## src/verilog/mbs_map.svh

```systemverilog
/*
 * Byte-level constants of the slave query interpreter: function codes,
 * exception codes and coil and register positions.
 * Assumes the includer is a SystemVerilog compilation unit.
 */
`ifndef MBS_MAP_SVH
`define MBS_MAP_SVH

// ==========================================
// Function codes
`define MBS_FC_LOOPBACK 8'h08
`define MBS_FC_WR_COILS 8'h0F
`define MBS_FC_WR_REGS 8'h10
`define MBS_FC_EXC_BIT 8'h80

// ==========================================
// Exception codes
`define MBS_EX_BAD_FUNC 8'h01
`define MBS_EX_NOT_FOUND 8'h02
`define MBS_EX_BAD_FORMAT 8'h03
`define MBS_EX_RANGE 8'h21
`define MBS_EX_NOT_ALLOWED 8'h22

// ==========================================
// Addressing
`define MBS_BROADCAST 8'h00
`define MBS_ECHO_SUB 16'h0000
`define MBS_COIL_TERM_ADDR 16'h0006
`define MBS_COIL_LAST_ADDR 16'h001E
`define MBS_TERM_COUNT 5
`define MBS_ACCEL_HI_ADDR 16'h1013
`define MBS_ACCEL_LO_ADDR 16'h1014
`define MBS_ACCEL_RESET 32'h0000_0000
`define MBS_MAX_QUERY 16

`endif

```

## src/verilog/mbs_pkg.sv

```systemverilog
/*
 * Types of the slave query interpreter.
 * Assumes mbs_map.svh sits on the include path.
 */
package mbs_pkg;
	typedef enum logic [2:0] {
		MBS_IDLE = 3'b000,
		MBS_RECV = 3'b001,
		MBS_EXEC = 3'b010,
		MBS_SEND = 3'b011,
		MBS_DROP = 3'b100
	} mbs_state_t;
	typedef logic [7:0] mbs_byte_t;
endpackage

```

## src/verilog/mbs_slave.sv

```systemverilog
/*
 * Slave query interpreter for loopback, multiple-coil write and
 * multiple-register write. Takes CRC-checked query bytes from a framer
 * (RX_* with RX_END marking frame end) and hands back response bytes.
 * Assumes the framer computes and appends CRC and drops bad-CRC frames.
 */
`timescale 1ns/1ps
`include "mbs_map.svh"

module mbs_slave (
	input wire logic CLK,
	input wire logic RESET_N,
	input wire logic [7:0] SLAVE_ADDR,
	input wire logic [7:0] RX_DATA,
	input wire logic RX_VALID,
	input wire logic RX_END,
	input wire logic TX_READY,
	output logic [7:0] TX_DATA,
	output logic TX_VALID,
	output logic TX_LAST,
	output logic [`MBS_TERM_COUNT-1:0] TERMINALS,
	output logic [31:0] FIRST_ACCEL_TIME,
	output logic WRITE_DONE
);
	import mbs_pkg::*;
	localparam int QN = `MBS_MAX_QUERY;

	// ==========================================
	// State
	typedef struct packed {
		mbs_state_t st;
		logic [4:0] cnt;
		logic [QN*8-1:0] q;
		logic [4:0] term;
		logic [31:0] accel;
		logic [63:0] resp;
		logic [3:0] rlen;
		logic go;
		logic done;
		logic [7:0] txd;
		logic txv;
		logic txl;
	} mbs_state_s_t;
	mbs_state_s_t s_r, s_nxt;

	logic [7:0] tx_data;
	logic tx_valid, tx_last, tx_busy, tx_ready;

	function automatic logic [7:0] qb(input logic [QN*8-1:0] q, input int i);
		qb = q[(QN-1-i)*8 +: 8];
	endfunction

	// ==========================================
	// Query decode
	logic [7:0] f_addr, f_fc, f_bc, f_exc;
	logic [15:0] f_w2, f_w4, f_end;
	logic [4:0] f_len;
	logic f_ok;
	wire logic [4:0] new_term;
	always_comb begin
		f_addr = qb(s_r.q, 0);
		f_fc = qb(s_r.q, 1);
		f_w2 = {qb(s_r.q, 2), qb(s_r.q, 3)};
		f_w4 = {qb(s_r.q, 4), qb(s_r.q, 5)};
		f_bc = qb(s_r.q, 6);
		f_end = f_w2 + f_w4 - 16'h0001;
		f_exc = 8'h00;
		f_len = 5'd0;
		case (f_fc)
			`MBS_FC_LOOPBACK: begin
				f_len = 5'd6;
				if (f_w2 != `MBS_ECHO_SUB) f_exc = `MBS_EX_NOT_FOUND;
			end
			`MBS_FC_WR_COILS: begin
				f_len = 5'(7 + 32'(f_bc));
				if (f_w4 == 16'h0000 || f_bc[0] || {8'h00, f_bc} < ((f_w4 + 16'h0007) >> 3))
					f_exc = `MBS_EX_BAD_FORMAT;
				else if (f_end > `MBS_COIL_LAST_ADDR)
					f_exc = `MBS_EX_RANGE;
			end
			`MBS_FC_WR_REGS: begin
				f_len = 5'(7 + 32'(f_bc));
				if (f_w4 == 16'h0000 || {8'h00, f_bc} != (f_w4 << 1))
					f_exc = `MBS_EX_BAD_FORMAT;
				else if (f_w2 < `MBS_ACCEL_HI_ADDR || f_end > `MBS_ACCEL_LO_ADDR)
					f_exc = `MBS_EX_RANGE;
			end
			default: f_exc = `MBS_EX_BAD_FUNC;
		endcase
		// Length judged after fields, so a field fault reports its own code
		f_ok = (s_r.cnt == f_len) && (f_len != 5'd0);
	end

	// ==========================================
	// Terminal coils
	// Coil at line address a is bit (a-start)%8 of data byte (a-start)/8
	for (genvar gi = 0; gi < `MBS_TERM_COUNT; gi++) begin : g_term
		logic [15:0] c_addr;
		logic [15:0] c_off;
		logic [7:0] c_byte;
		logic c_hit;
		assign c_addr = `MBS_COIL_TERM_ADDR + 16'(gi);
		assign c_off = c_addr - f_w2;
		assign c_hit = (c_addr >= f_w2) && (c_addr <= f_end);
		// Hits lie within ten coils of the start: one offset bit picks the byte
		assign c_byte = c_off[3] ? qb(s_r.q, 8) : qb(s_r.q, 7);
		assign new_term[gi] = c_hit ? c_byte[c_off[2:0]] : s_r.term[gi];
	end

	// ==========================================
	// Sequencer
	always_comb begin
		s_nxt = s_r;
		s_nxt.go = 1'b0;
		s_nxt.done = 1'b0;
		case (s_r.st)
			MBS_IDLE, MBS_RECV: begin
				if (RX_VALID) begin
					// Overlong frames keep counting, saturating at 31, so the length check refuses them
					if (s_r.cnt < 5'(QN)) s_nxt.q[(QN-1-32'(s_r.cnt))*8 +: 8] = RX_DATA;
					if (s_r.cnt != 5'h1F) s_nxt.cnt = s_r.cnt + 5'd1;
					s_nxt.st = MBS_RECV;
				end
				if (RX_END) s_nxt.st = MBS_EXEC;
			end
			MBS_EXEC: begin
				// Foreign and broadcast frames fall through and clear the count
				s_nxt.st = MBS_DROP;
				if (f_addr == SLAVE_ADDR && f_addr != `MBS_BROADCAST) begin
					s_nxt.st = MBS_SEND;
					s_nxt.go = 1'b1;
					s_nxt.rlen = 4'd6;
					s_nxt.resp = s_r.q[QN*8-1 -: 64];
					if (f_exc == 8'h00 && !f_ok) begin
						s_nxt.resp = {f_addr, f_fc | `MBS_FC_EXC_BIT, `MBS_EX_BAD_FORMAT, 40'h0};
						s_nxt.rlen = 4'd3;
					end else if (f_exc != 8'h00) begin
						s_nxt.resp = {f_addr, f_fc | `MBS_FC_EXC_BIT, f_exc, 40'h0};
						s_nxt.rlen = 4'd3;
					end else if (f_fc == `MBS_FC_WR_COILS) begin
						s_nxt.term = new_term;
						s_nxt.done = 1'b1;
					end else if (f_fc == `MBS_FC_WR_REGS) begin
						// High register carries upper half of the 32-bit value
						for (int r = 0; r < 2; r++) begin
							if (f_w2 + 16'(r) <= f_end && f_w2 + 16'(r) >= `MBS_ACCEL_HI_ADDR) begin
								if (f_w2 + 16'(r) == `MBS_ACCEL_HI_ADDR)
									s_nxt.accel[31:16] = {qb(s_r.q, 7 + 2*r), qb(s_r.q, 8 + 2*r)};
								else
									s_nxt.accel[15:0] = {qb(s_r.q, 7 + 2*r), qb(s_r.q, 8 + 2*r)};
							end
						end
						s_nxt.done = 1'b1;
					end
				end
			end
			// Query bytes arriving during the reply are ignored
			MBS_SEND: if (!s_r.go && !tx_busy) s_nxt.st = MBS_DROP;
			MBS_DROP: begin
				s_nxt.cnt = 5'd0;
				s_nxt.st = MBS_IDLE;
			end
			default: s_nxt.st = MBS_IDLE;
		endcase
		// Registered byte stage toward the framer
		if (!s_r.txv || TX_READY) begin
			s_nxt.txv = tx_valid;
			s_nxt.txd = tx_data;
			s_nxt.txl = tx_last;
		end
	end
	assign tx_ready = !s_r.txv || TX_READY;

	// ==========================================
	// Registers
	always_ff @(posedge CLK or negedge RESET_N) begin
		if (!RESET_N) begin
			s_r <= '0;
			s_r.accel <= `MBS_ACCEL_RESET;
		end else begin
			s_r <= s_nxt;
		end
	end

	// ==========================================
	// Reply sender
	// Eight-byte buffer covers the longest reply before CRC
	mbs_resp_tx #(.DEPTH(8)) u_tx (
		.clk(CLK),
		.reset_n(RESET_N),
		.start(s_r.go),
		.len(s_r.rlen),
		.frame(s_r.resp),
		.ready(tx_ready),
		.data(tx_data),
		.valid(tx_valid),
		.last(tx_last),
		.busy(tx_busy)
	);

	// ==========================================
	// Outputs
	assign TX_DATA = s_r.txd;
	assign TX_VALID = s_r.txv;
	assign TX_LAST = s_r.txl;
	assign TERMINALS = s_r.term;
	assign FIRST_ACCEL_TIME = s_r.accel;
	assign WRITE_DONE = s_r.done;
endmodule

```

## src/verilog/mbs_resp_tx.sv

```systemverilog
/*
 * Response byte sender: walks a prepared frame buffer one byte per
 * handshake. Assumes the framer appends CRC after the last byte.
 */
`timescale 1ns/1ps
module mbs_resp_tx #(
	parameter int DEPTH = 8
) (
	input wire logic clk,
	input wire logic reset_n,
	input wire logic start,
	input wire logic [3:0] len,
	input wire logic [DEPTH*8-1:0] frame,
	input wire logic ready,
	output logic [7:0] data,
	output logic valid,
	output logic last,
	output logic busy
);
	import mbs_pkg::*;
	typedef struct packed {
		logic [3:0] idx;
		logic [3:0] len;
		logic busy;
		logic [DEPTH*8-1:0] buf_;
	} mbs_tx_t;
	mbs_tx_t s_r, s_nxt;

	always_comb begin
		s_nxt = s_r;
		if (start && !s_r.busy) begin
			s_nxt.busy = 1'b1;
			s_nxt.idx = 4'h0;
			s_nxt.len = len;
			s_nxt.buf_ = frame;
		end else if (s_r.busy && ready) begin
			if (s_r.idx == s_r.len - 4'h1) begin
				s_nxt.busy = 1'b0;
			end
			s_nxt.idx = s_r.idx + 4'h1;
		end
	end

	always_ff @(posedge clk or negedge reset_n) begin
		if (!reset_n) begin
			s_r <= '0;
		end else begin
			s_r <= s_nxt;
		end
	end

	assign data = s_r.buf_[(DEPTH-1-32'(s_r.idx))*8 +: 8];
	assign valid = s_r.busy;
	assign last = s_r.busy && (s_r.idx == s_r.len - 4'h1);
	assign busy = s_r.busy;
endmodule

```

## config.mk

```make
export PLATFORM = sky130hd
export DESIGN_NAME = mbs_slave
export DESIGN_NICKNAME = d
export VERILOG_FILES = /design/src/verilog/mbs_pkg.sv /design/src/verilog/mbs_slave.sv /design/src/verilog/mbs_resp_tx.sv
export VERILOG_INCLUDE_DIRS = /design/src /design/src/verilog
export SDC_FILE = /design/constraint.sdc
export NUM_CORES = 1
export LEC_CHECK = 0
export BUFFER_PORTS_ARGS = -buffer_cell sky130_fd_sc_hd__buf_2
export CORE_UTILIZATION = 41
export CTS_CLUSTER_DIAMETER = 120
export CTS_CLUSTER_SIZE = 10
export DETAILED_ROUTE_END_ITERATION = 16
export PLACE_DENSITY_LB_ADDON = 0.08
export SYNTH_ARGS = -nofsm -noshare
export SYNTH_HDL_FRONTEND = slang
export SYNTH_HIERARCHICAL = 1
export SYNTH_SLANG_ARGS = --single-unit
export TNS_END_PERCENT = 50
```

## constraint.sdc

```tcl
create_clock -name CLK -period 7.3 [get_ports CLK]
set_input_delay 1.825 -clock CLK [delete_from_list [all_inputs] [get_ports CLK]]
set_output_delay 1.825 -clock CLK [all_outputs]
set_load 0.1 [all_outputs]
```

**Word level (Yosys, flattened, before mapping)**

Cells that the tools add are included.
Widths: inputs -> output; s select.

- Register bits after elaboration: 326

- Add/sub/neg operators: 16
- Order comparisons: 24
- Equal/unequal tests: 18
- Shifts and indexed selects: 3
- Multiplexer cells: 50
- Bitwise logic cells: 3
- Reduce and logical (&&, ||, !) cells: 46

Operators with widths:

| operator | count |
|---|---|
| $mux 136 | 1 |
| $bwmux 128 | 1 |
| $mux 128 | 1 |
| $shift 8x34->128 const A | 1 |
| $shiftx 8x34->128 | 1 |
| $mux 60 | 2 |
| $mux 16 | 4 |
| $mux 32 | 2 |
| $shiftx 64x33->8 | 1 |
| $ge 4x16->1 const A | 3 |
| $le 4x16->1 const A | 3 |
| $mux 8 | 5 |
| $reduce_and 6->1 | 6 |
| $neg 32->34 | 1 |
| $eq 16x13->1 const B | 2 |
| $ge 16x13->1 const B | 2 |
| $ge 3x16->1 const A | 2 |
| $le 16x16->1 | 2 |
| $le 3x16->1 const A | 2 |
| $mux 6 | 4 |
| $pmux 8 s3 | 1 |
| $lt 3x4->1 const B | 5 |
| $pmux 5 s2 | 2 |
| $add 16x1->16 const B | 1 |
| other kinds (49) | 105 |

**Logic depth before layout (Yosys ltp)**

Gate-level depths: netlist of the first run.

- Word-level depth: 12
- Gate-level depth with buffers: 24

**Hierarchy**

Netlist of the first run, hierarchy kept.

By module, submodules not included:

| module | instances | cells an instance | area an instance (um2) |
|---|---|---|---|
| mbs_slave | 1 | 1416 | 13429.1 |
| mbs_resp_tx | 1 | 239 | 3477.1 |

**Worst setup path before layout of the first run**

No wires, ideal clock.

- Kind: flip-flop to flip-flop
- Start point: register (tool-made name)
- End point: register s_r (netlist bit FIRST_ACCEL_TIME[23])
- Library setup time: 0.077 ns
- Arrival time: 5.482 ns
- Data required time: 7.223 ns
- Setup slack: 1.741 ns
- Stages on the path, launching flop included: 25
- Path buffers: 4
- Cell sequence: dfrtp_1 > clkbuf_1 > inv_1 > ha_1 > inv_1 > ha_1 > fa_1 > a21o_1 > a221o_1 > buf_2 > a2111o_1 > and3_1 > or2_2 > ha_1 > a21o_1 > a21o_1 > a21oi_1 > o21a_1 > a22o_1 > or3b_2 > buf_2 > nand2_1 > buf_4 > a21oi_1 > a21oi_1

RTL lines:

| element | RTL line | text |
|---|---|---|
| end signal: assignment | mbs_slave.sv:181 | `s_r <= s_nxt;` |
| end: declaration | mbs_slave.sv:44 | `mbs_state_s_t s_r, s_nxt;` |

==> results.md, run 1 <==
- Pin placement for this block handled 69 I/O pins.
- The floorplan step defined a die boundary enclosing about 42000 sq um.
- The number of nets in the final layout is between 1500 and 2000.
- For this run, the detailed router's first-pass iteration total came to 5.
- The number of nets handed over by synthesis was 1764.
- The total area inside the core boundary comes to 40740 sq um.
- During placement, the flow inserted port buffers numbering 68.
- The share of the synthesized area in the top cell type is 0.4218.
- The run finished with clean final reports.
- The netlist uses 78 different library cells.
- The number of antenna violations at the first check in global routing came to 0.
- The first global-routing pass estimated 77860 um of wire.
- In the final layout, the share of cells above drive strength 1 is 0.1773.
- In the synthesized netlist the async set-or-reset flop fraction comes to 1.000.
- Between clock sinks in the finished design, the worst skew comes to 46.49 ps.
- The startpoint class of the critical path is a flip-flop.
- In the routed layout, each cell is associated on average with a via count of roughly 5.8.
- Among all stages on the critical path, the largest delay is contributed by dfrtp_1.
- The overall overflow remaining after global route is 0.
- The worst pin sits at a relative slew slack of 0.2163.
- In this run the power density over the cells is ~440 nW/um^2.
- The post-synthesis simple-gate area fraction is 0.1246.
- Of the total synthesized cell area, the portion taken by full adders, half adders and majority gates is 0.06557.
- After synthesis the netlist holds a flip-flop and latch count of between 200 and 300.
- The hold path startpoint is s_r[65].
- In this run the critical register-to-register path is captured at FIRST_ACCEL_TIME[21].
- The number of warnings reported in the yosys synthesis log is 6.
- For this run, the total global-route usage over all layers was measured as 0.2486.
- Of the total power, the clock network draws 0.187.
- Max-cap violations in this run came to 0.
- Walking the worst path, the cells encountered are inv_2 -> ha_1 -> inv_1 -> ha_1 -> fa_1 -> a21o_1 -> a221o_1 -> a2111o_1 -> and3_1 -> or2_2 -> ha_1 -> a21o_1 -> a21o_1 -> a21oi_1 -> o21a_1 -> a22o_1 -> or3b_2 -> nand2_1 -> a21oi_1 -> a21oi_1.
- The TritonCTS clock tree is yes.
- The depth of the most critical reg-to-reg path is 20.
- For this design, the CTS-stage hold fixing added 0 buffers.
- The gate count after technology mapping is between 1500 and 2000.
- Data on the critical path is required at its endpoint by 7770 ps.
- The worst hold path class is reg2reg.
- dfrtp_1 takes more of the synthesized area than any other cell.
- The via count of the first global-routing pass is roughly 12000.
- Sorting the synthesized cells by area gives the leading types as dfrtp_1 42%, mux2_2 7.9%, ha_1 6.4%.
- The routed length per placed instance is around 24 um.
- The violation count after the first detailed-route iteration is 899.
- The antenna cell count is 0.
- Entering global routing, the biggest net connects ~140 pins.
- Counting the buffers created by CTS gives 34.
- The final routed wirelength across all metal layers is 51520 um.
- The worst register-to-register path has a setup slack of 1030 ps.
- For this configuration, the core starts out at a cell density of 0.4150.
- The worst vdd rail ir drop is 0.0002878 V.
- The CTS clock-pin slew for the worst setup and hold paths is 70 ps.
- The HPWL reported at the end of detailed placement is 37110 um.
- In this run the horizontal extent of the chip is 205.1 um.
- The share of total power dissipated in sequential elements is 0.263.
- For this run, design rule violations remaining after detail routing come to 0.
- For the worst setup path, the data arrival time is 6740 ps.
- STA classifies the critical path endpoint as a flip-flop.
- Once the clock tree was built, the setup fixing pass inserted 0 buffers.
- The maximum root-to-sink buffer count is 3.
- The detail route stage leaves a number of antenna-violating nets equal to 0.
- Based on the critical path, the design can be clocked at up to 159.5 MHz.
- The floorplan row count is 74.
- After filler insertion, the fill cell instance count of the layout stands at 4005.
- Of the total synthesized cell area, the portion taken by XOR and XNOR cells is 0.03316.
- The max-slew violation total from the final report is 0.
- The number of clock sinks seen by CTS is 285.
- In this run the static leakage power is around 0.0086 uW.
- At the end of routability-driven placement, the weighted congestion stood at 0.9387.
- The post-synth design cell area is around 17000 sq um.
- The most used flip-flop cell after synthesis is dfrtp_1.
- The clock latency reported for the late side of the worst-skew pair is 560 ps.
- From synthesis to final layout, the design area changed by 7.135%.
- The tree is rooted in a clkbuf_16.
- The fraction of power spent switching nets is 0.4741.
- dfrtp_1 is the most common cell in the netlist.
- The largest single stage delay on the critical path is between 700 and 800 ps.
- The internal power of the cells totals 4161 uW.
- The post-layout utilization of the core is 0.4446.
- The sum of buffers and inverters on the critical path is 2.
- The detailed router placed 12570 vias in this run.
- Dividing the final minimum period by the clock period gives 0.8588.
- After detailed placement, the total cell area comes to 17220 sq um.
- Setup repair after global routing left no endpoint under its margin.
- The post-synthesis compound-gate area fraction is 0.1489.
- The smallest clock period supported by the final layout is computed as 6269 ps.
- The cell family contributing the most delay on the critical path is compound AO/OA/AOI/OAI gates.
- The sequential cell area fraction in the yosys report is 0.4218.
- The total count of hold-check failures in the final report came to 0.
- At the pin with the least slew margin, the transition time is 1167 ps.
- The switching power total is 3751 uW.
- The H-tree was split into 2 levels.
- The worst hold path cell count is 2.
- The final instance area is 18110 sq um.
- In this run the vertical extent of the chip is 205.1 um.
- The mean instance size in the synthesized netlist is approximately 10 sq um.
- The number of gates resized after CTS was 0.
- The proportion of power drawn by combinational gates is 0.550.
- The setup path with the least slack is of type reg2reg.
- The synthesized design contains 0 enable-type register cells.
- Counting instances in the post-synthesis netlist gives the leading cell types as 285 x dfrtp_1, 162 x nand2_1, 119 x mux2_2.
- The multiplexer share of the synthesized area is 0.1362.
- Power comes to around 7900 uW.
- The worst-path maximum fanout is 22.
- In the final timing run, aggregate negative setup slack is 0 ps.
- Setup violations remaining at the end of the flow were counted as 0.
- After synthesis, the largest family of logic cells by area is compound AO/OA/AOI/OAI gates.
- The hold-critical path endpoint is s_r[65].
-- metrics by stage --
stage / instances / setup WS, ps / hold slack (ps)
5_1_grt: 2168 / 626.3 / 491.5
4_1_cts: 2168 / 1074 / 466.1
6_report: 2168 / 1031 / 462.7
2_1_floorplan: 1655 / 1741 / 433.1
3_3_place_gp: 2129 / 1186 / 449.7
3_5_place_dp: 2129 / 1101 / 453.9
-- cell type report --
type,instances,area (sq um),share of cell area
clock buffers,35,854.6,0.04718
clock inverters,4,41.29,0.002280
inverters,93,349.1,0.01927
multi-input cells,1138,8608,0.4753
flip-flops and latches,285,7133,0.3938
well taps,532,665.6,0.03675
repair buffers,81,460.4,0.02542
-- worst reg2reg max path: stages, from the launching register on --
cell and delay (ps):
dfrtp_1 710, inv_2 410, ha_1 200, inv_1 40, ha_1 210, fa_1 440, a21o_1 220, a221o_1 420
a2111o_1 430, and3_1 210, or2_2 320, ha_1 290, a21o_1 160, a21o_1 170, a21oi_1 130, o21a_1 130
a22o_1 230, or3b_2 660, nand2_1 530, a21oi_1 140, a21oi_1 140
-- routing by layer --
metal	part of all wire	global-route usage
met1	0.47	0.3550
met2	0.47	0.3948
met3	0.039	0.03182
met4	0.023	0.06772
met5	0	0
-- power groups by stage --
stage | combinational, uW | clock (uW) | sequential, uW
after floorplan | 3290 | 0 | 1910
after global placement | 4270 | 0 | 2100
after detailed placement | 4290 | 0 | 2100
after CTS | 4320 | 1520 | 2070
after global routing | 4810 | 1570 | 2100
final | 4350 | 1480 | 2080
-- logic make-up (layout without fill, tap and decap cells) --
kind of cell,Yosys count,in the layout
and+or+nand+nor,436,436
AOI/OAI and AO/OA,369,369
DFF,285,285
buffers and inverters,232,213
muxes,180,180
adders and majority gates,88,88
xor gates and xnor gates,64,64
other,1,1
-- how the worst max path moves through the flow --
stage / startpoint / end / slack (ps) / cells past startpoint
3_5_place_dp: flip-flop / FIRST_ACCEL_TIME[24] / 1100 / 20
6_report: flip-flop / FIRST_ACCEL_TIME[21] / 1030 / 20
4_1_cts: flip-flop / FIRST_ACCEL_TIME[24] / 1070 / 20
3_3_place_gp: flip-flop / FIRST_ACCEL_TIME[24] / 1190 / 20
2_1_floorplan: flip-flop / FIRST_ACCEL_TIME[23] / 1740 / 24
5_1_grt: flip-flop / FIRST_ACCEL_TIME[24] / 630 / 20
-- layout by cell type (no fill, tap or decap), types with 5 or more instances in the layout --
cell | synthesis | routed
mux4_1 | 6 | 6
o22ai_1 | 37 | 37
nor4_1 | 13 | 13
nor2_1 | 85 | 85
a21o_1 | 23 | 23
a211oi_1 | 6 | 6
a221o_1 | 9 | 9
a22o_1 | 20 | 20
ha_1 | 87 | 87
a2bb2oi_2 | 10 | 10
o21ai_0 | 83 | 83
or3_1 | 13 | 13
nand3_1 | 36 | 36
mux4_2 | 20 | 20
nand2b_1 | 22 | 22
nor3_1 | 27 | 27
buf_4 | 49 | 12
clkbuf_16 | 0 | 34
inv_1 | 91 | 91
nand2_1 | 162 | 162
or4_1 | 5 | 5
xnor2_1 | 38 | 38
mux2_2 | 119 | 119
nand4_1 | 25 | 25
a2bb2oi_1 | 7 | 7
xor2_1 | 26 | 26
o31ai_1 | 40 | 40
a31oi_1 | 5 | 5
and3_1 | 11 | 11
o21a_1 | 6 | 6
mux2i_1 | 31 | 31
buf_2 | 11 | 67
dfrtp_1 | 285 | 284
a21oi_1 | 78 | 78
Note: power is estimated with default switching activity, not from simulation.
==> run 2: changes to the inputs <==
--- a/config.mk
+++ b/config.mk
@@ -6,12 +6,12 @@
 export SDC_FILE = /design/constraint.sdc
 export NUM_CORES = 1
 export LEC_CHECK = 0
-export BUFFER_PORTS_ARGS = -buffer_cell sky130_fd_sc_hd__buf_2
+export BUFFER_PORTS_ARGS = -buffer_cell sky130_fd_sc_hd__buf_4
 export CORE_UTILIZATION = 41
 export CTS_CLUSTER_DIAMETER = 120
 export CTS_CLUSTER_SIZE = 10
 export DETAILED_ROUTE_END_ITERATION = 16
-export PLACE_DENSITY_LB_ADDON = 0.08
+export PLACE_DENSITY_LB_ADDON = 0.3
 export SYNTH_ARGS = -nofsm -noshare
 export SYNTH_HDL_FRONTEND = slang
 export SYNTH_HIERARCHICAL = 1
==> constraint.sdc (replaced) <==
create_clock -name CLK -period 7.3 [get_ports CLK]
set_input_delay 1.095 -clock CLK [delete_from_list [all_inputs] [get_ports CLK]]
set_output_delay 1.095 -clock CLK [all_outputs]
set_load 0.1 [all_outputs]
==> run 2 against run 1 <==
Effect of this change:
- flip-flop and latch count unchanged
- combinational power about the same
- wire length decreased by 6.5%
- global-route usage fell by 1.6 points
- sequential share of layout area decreased by 0.36 points
- first-iteration DRC count grew 20%
- utilization grew 0.40 points
- sequential power about the same
==> results.md, run 2 (same netlist as run 1, synthesis figures left out) <==
- The number of setup violations in the final report is 0 (unchanged).
- Compared with the post-synthesis result, the final layout area differs by 8.104%.
- The maximum operating frequency is 162.1 MHz (+1.6%).
- The routed length per placed instance is 22.26 um (-6.3%).
- The worst hold path cell count is 1 (-1).
- The number of nets in the final layout is 1739 (-0.17%).
- The most frequent standard cell in the layout excluding fill and tap cells is dfrtp_1.
- The TritonCTS buffer count is 34 (unchanged).
- The internal power is 4168 uW (+0.16%).
- The max-cap check violation count is 0 (unchanged).
- The switching power total was 3693 uW (-1.6%).
- The CTS clock-pin slew for the worst setup and hold paths is 50 ps (-20 ps).
- The placer congestion estimate was 0.9500 (+1.2%).
- The sequential share of power is 0.263 (about the same).
- The worst vdd rail ir drop is 0.0002681 V (-6.8%).
- The master cell of the clock root buffer is clkbuf_16.
- The run finished with clean final reports.
- The total power per unit cell area came to 430.1 nW/um^2 (-1.5%).
- The worst setup path is of the reg2reg kind.
- The proportion of power drawn by combinational gates came to 0.549 (about the same).
- The endpoint of the worst register-to-register path is FIRST_ACCEL_TIME[21].
- The core area is 40740 sq um (unchanged).
- The number of inserted filler cells in the final layout came to 3922 (-2.1%).
- The minimum clock period after layout is 6167 ps (-101.5 ps).
- The hold path startpoint is s_r[13].
- The worst clock skew is 25.87 ps (-20.62 ps).
- The maximum root-to-sink buffer count was 3 (unchanged).
- The post-cts resize count is 0 (unchanged).
- The violation count after the first detailed-route iteration is 1082 (+20%).
- Setup repair after global routing left no endpoint under its margin.
- The via density per instance came to 5.892 (+1.6%).
- The transition time of the tightest slew-check pin is 1240 ps (+73.25 ps).
- The normalized max-slew margin is 0.1671 (-0.04921).
- The maximum number of pins on one net before global-route repair is 160 (+11%).
- The setup total negative slack is 0 ps (unchanged).
- The top cell types in the final layout, fill and taps aside, are 285 x dfrtp_1, 162 x nand2_1, 119 x mux2_2.
- The number of placed I/O pins is 69 (unchanged).
- The final routed wirelength across all metal layers is 48180 um (-6.5%).
- The required time of the critical path is 7740 ps (-30 ps).
- The die extent in y is 205.1 um (unchanged).
- The multi-input combinational cell area is 8608 sq um (unchanged).
- The total count of hold-check failures in the final report is 0 (unchanged).
- The first-pass iteration count of the detailed router is 5 (unchanged).
- The hold-critical path endpoint is s_r[13].
- The flip-flop and latch area is 7132 sq um (about the same).
- The wire length of the first global-routing pass is 74380 um (-4.5%).
- The tightest min-delay check is of the reg2reg type.
- The via count of the first global-routing pass is 12330 (+0.92%).
- The minimum setup slack among reg-to-reg paths was 1130 ps (+100 ps).
- The final cycle utilization of the critical path is 0.8449 (-0.01391).
- The TritonCTS clock tree is yes.
- The antenna violation net count after detailed routing is 0 (unchanged).
- The floorplan row count is 74 (unchanged).
- The data arrival time of the critical path came to 6610 ps (-130 ps).
- The share of final-layout standard cells stronger than drive strength 1 is 0.1752 (-0.002017).
- The count of hold buffers inserted by post-cts repair came to 0 (unchanged).
- The area of the die is 42050 sq um (unchanged).
- The post-layout utilization of the core came to 0.4486 (+0.004023).
- The detailed-route via count came to 12750 (+1.4%).
- The worst-path maximum fanout is 17 (-23%).
- The total global routing track utilization is 0.2324 (-0.01618).
- The antenna cell count is 0 (unchanged).
- The clock latency reported for the late side of the worst-skew pair is 530 ps (-30 ps).
- The DRC violation count after routing is 0 (unchanged).
- The H-tree level count is 2 (unchanged).
- The static leakage power is 0.008646 uW (about the same).
- The number of clock sinks seen by CTS came to 285 (unchanged).
- The number of antenna violations at the first check in global routing was 0 (unchanged).
- The max-slew violation total from the final report is 0 (unchanged).
- The nature of the critical path endpoint is a flip-flop.
- The port buffer count is 68 (unchanged).
- The depth of the most critical reg-to-reg path is 20 (unchanged).
- STA classifies the critical path startpoint as a flip-flop.
- The total power came to 7861 uW (-0.65%).
- The fraction of power spent switching nets is 0.4698 (-0.004291).
- The buffers inserted during post-CTS setup optimization is 0 (unchanged).
- The part of the power in the clock network was 0.188 (about the same).
- The HPWL reported at the end of detailed placement was 34760 um (-6.3%).
- The overall overflow remaining after global route came to 0 (unchanged).
- The overall die width came to 205.1 um (unchanged).
- The effective utilization at floorplan is 0.4150 (unchanged).
## run 2: cell types whose count changed in the layout (fill, tap and decap cells not counted)
cell       delta
buf_2        -67
dfrtp_1       +1
clkbuf_16     +1
dfrtp_2       -1
clkinv_8      +1
buf_4        +64
inv_6         -2
clkbuf_1      -1
## run 2: through the flow
step	instances	hold slack, ps	setup slack, ps	cell area (sq um)
2_1_floorplan	1655	433.1	1741	16910
3_3_place_gp	2126	447.9	1265	17360
3_5_place_dp	2126	452.2	1207	17360
4_1_cts	2164	468.1	1173	18280
5_1_grt	2164	480.9	795.1	18280
6_report	2164	462.5	1133	18280
## run 2: power groups by stage
stage	combinational, uW	clock, uW	sequential, uW
finish	4320	1480	2070
global route	4760	1560	2080
CTS	4260	1510	2050
global placement	4180	0	2070
floorplan	3290	0	1910
detailed placement	4230	0	2080
## run 2: layer usage
layer	global-route usage	routed length (um)
met5	0	0
met4	0.07672	1301
met3	0.03198	2760
met2	0.3661	22410
met1	0.3280	21710
## run 2: how the worst max path moves through the flow
stage	start	endpoint	slack, ps
after floorplan	flip-flop	FIRST_ACCEL_TIME[23]	1740
after global placement	flip-flop	FIRST_ACCEL_TIME[28]	1270
after detailed placement	flip-flop	FIRST_ACCEL_TIME[22]	1210
after CTS	flip-flop	FIRST_ACCEL_TIME[21]	1170
after global routing	flip-flop	FIRST_ACCEL_TIME[21]	800
final	flip-flop	FIRST_ACCEL_TIME[21]	1130
## run 2: cell type report
| cell class | instances | share of cell area |
|---|---|---|
| clock inverters | 3 | 0.002191 |
| flip-flops and latches | 285 | 0.3902 |
| clock buffers | 35 | 0.04792 |
| multi-input cells | 1138 | 0.4710 |
| repair buffers | 78 | 0.03313 |
| well taps | 532 | 0.03642 |
| inverters | 93 | 0.01910 |
## run 2: worst max-delay path, cell delays in order (launching register included)
cell and delay [ps]:
dfrtp_1 700, inv_1 210, ha_1 330, inv_1 40
ha_1 230, fa_1 430, a21o_1 220, a221o_1 420
a2111o_1 430, and3_1 210, or2_2 330, ha_1 300
a21o_1 160, a21o_1 160, a21oi_1 130, o21a_1 130
a22o_1 220, or3b_2 660, nand2_1 490, a21oi_1 120
a21oi_1 160
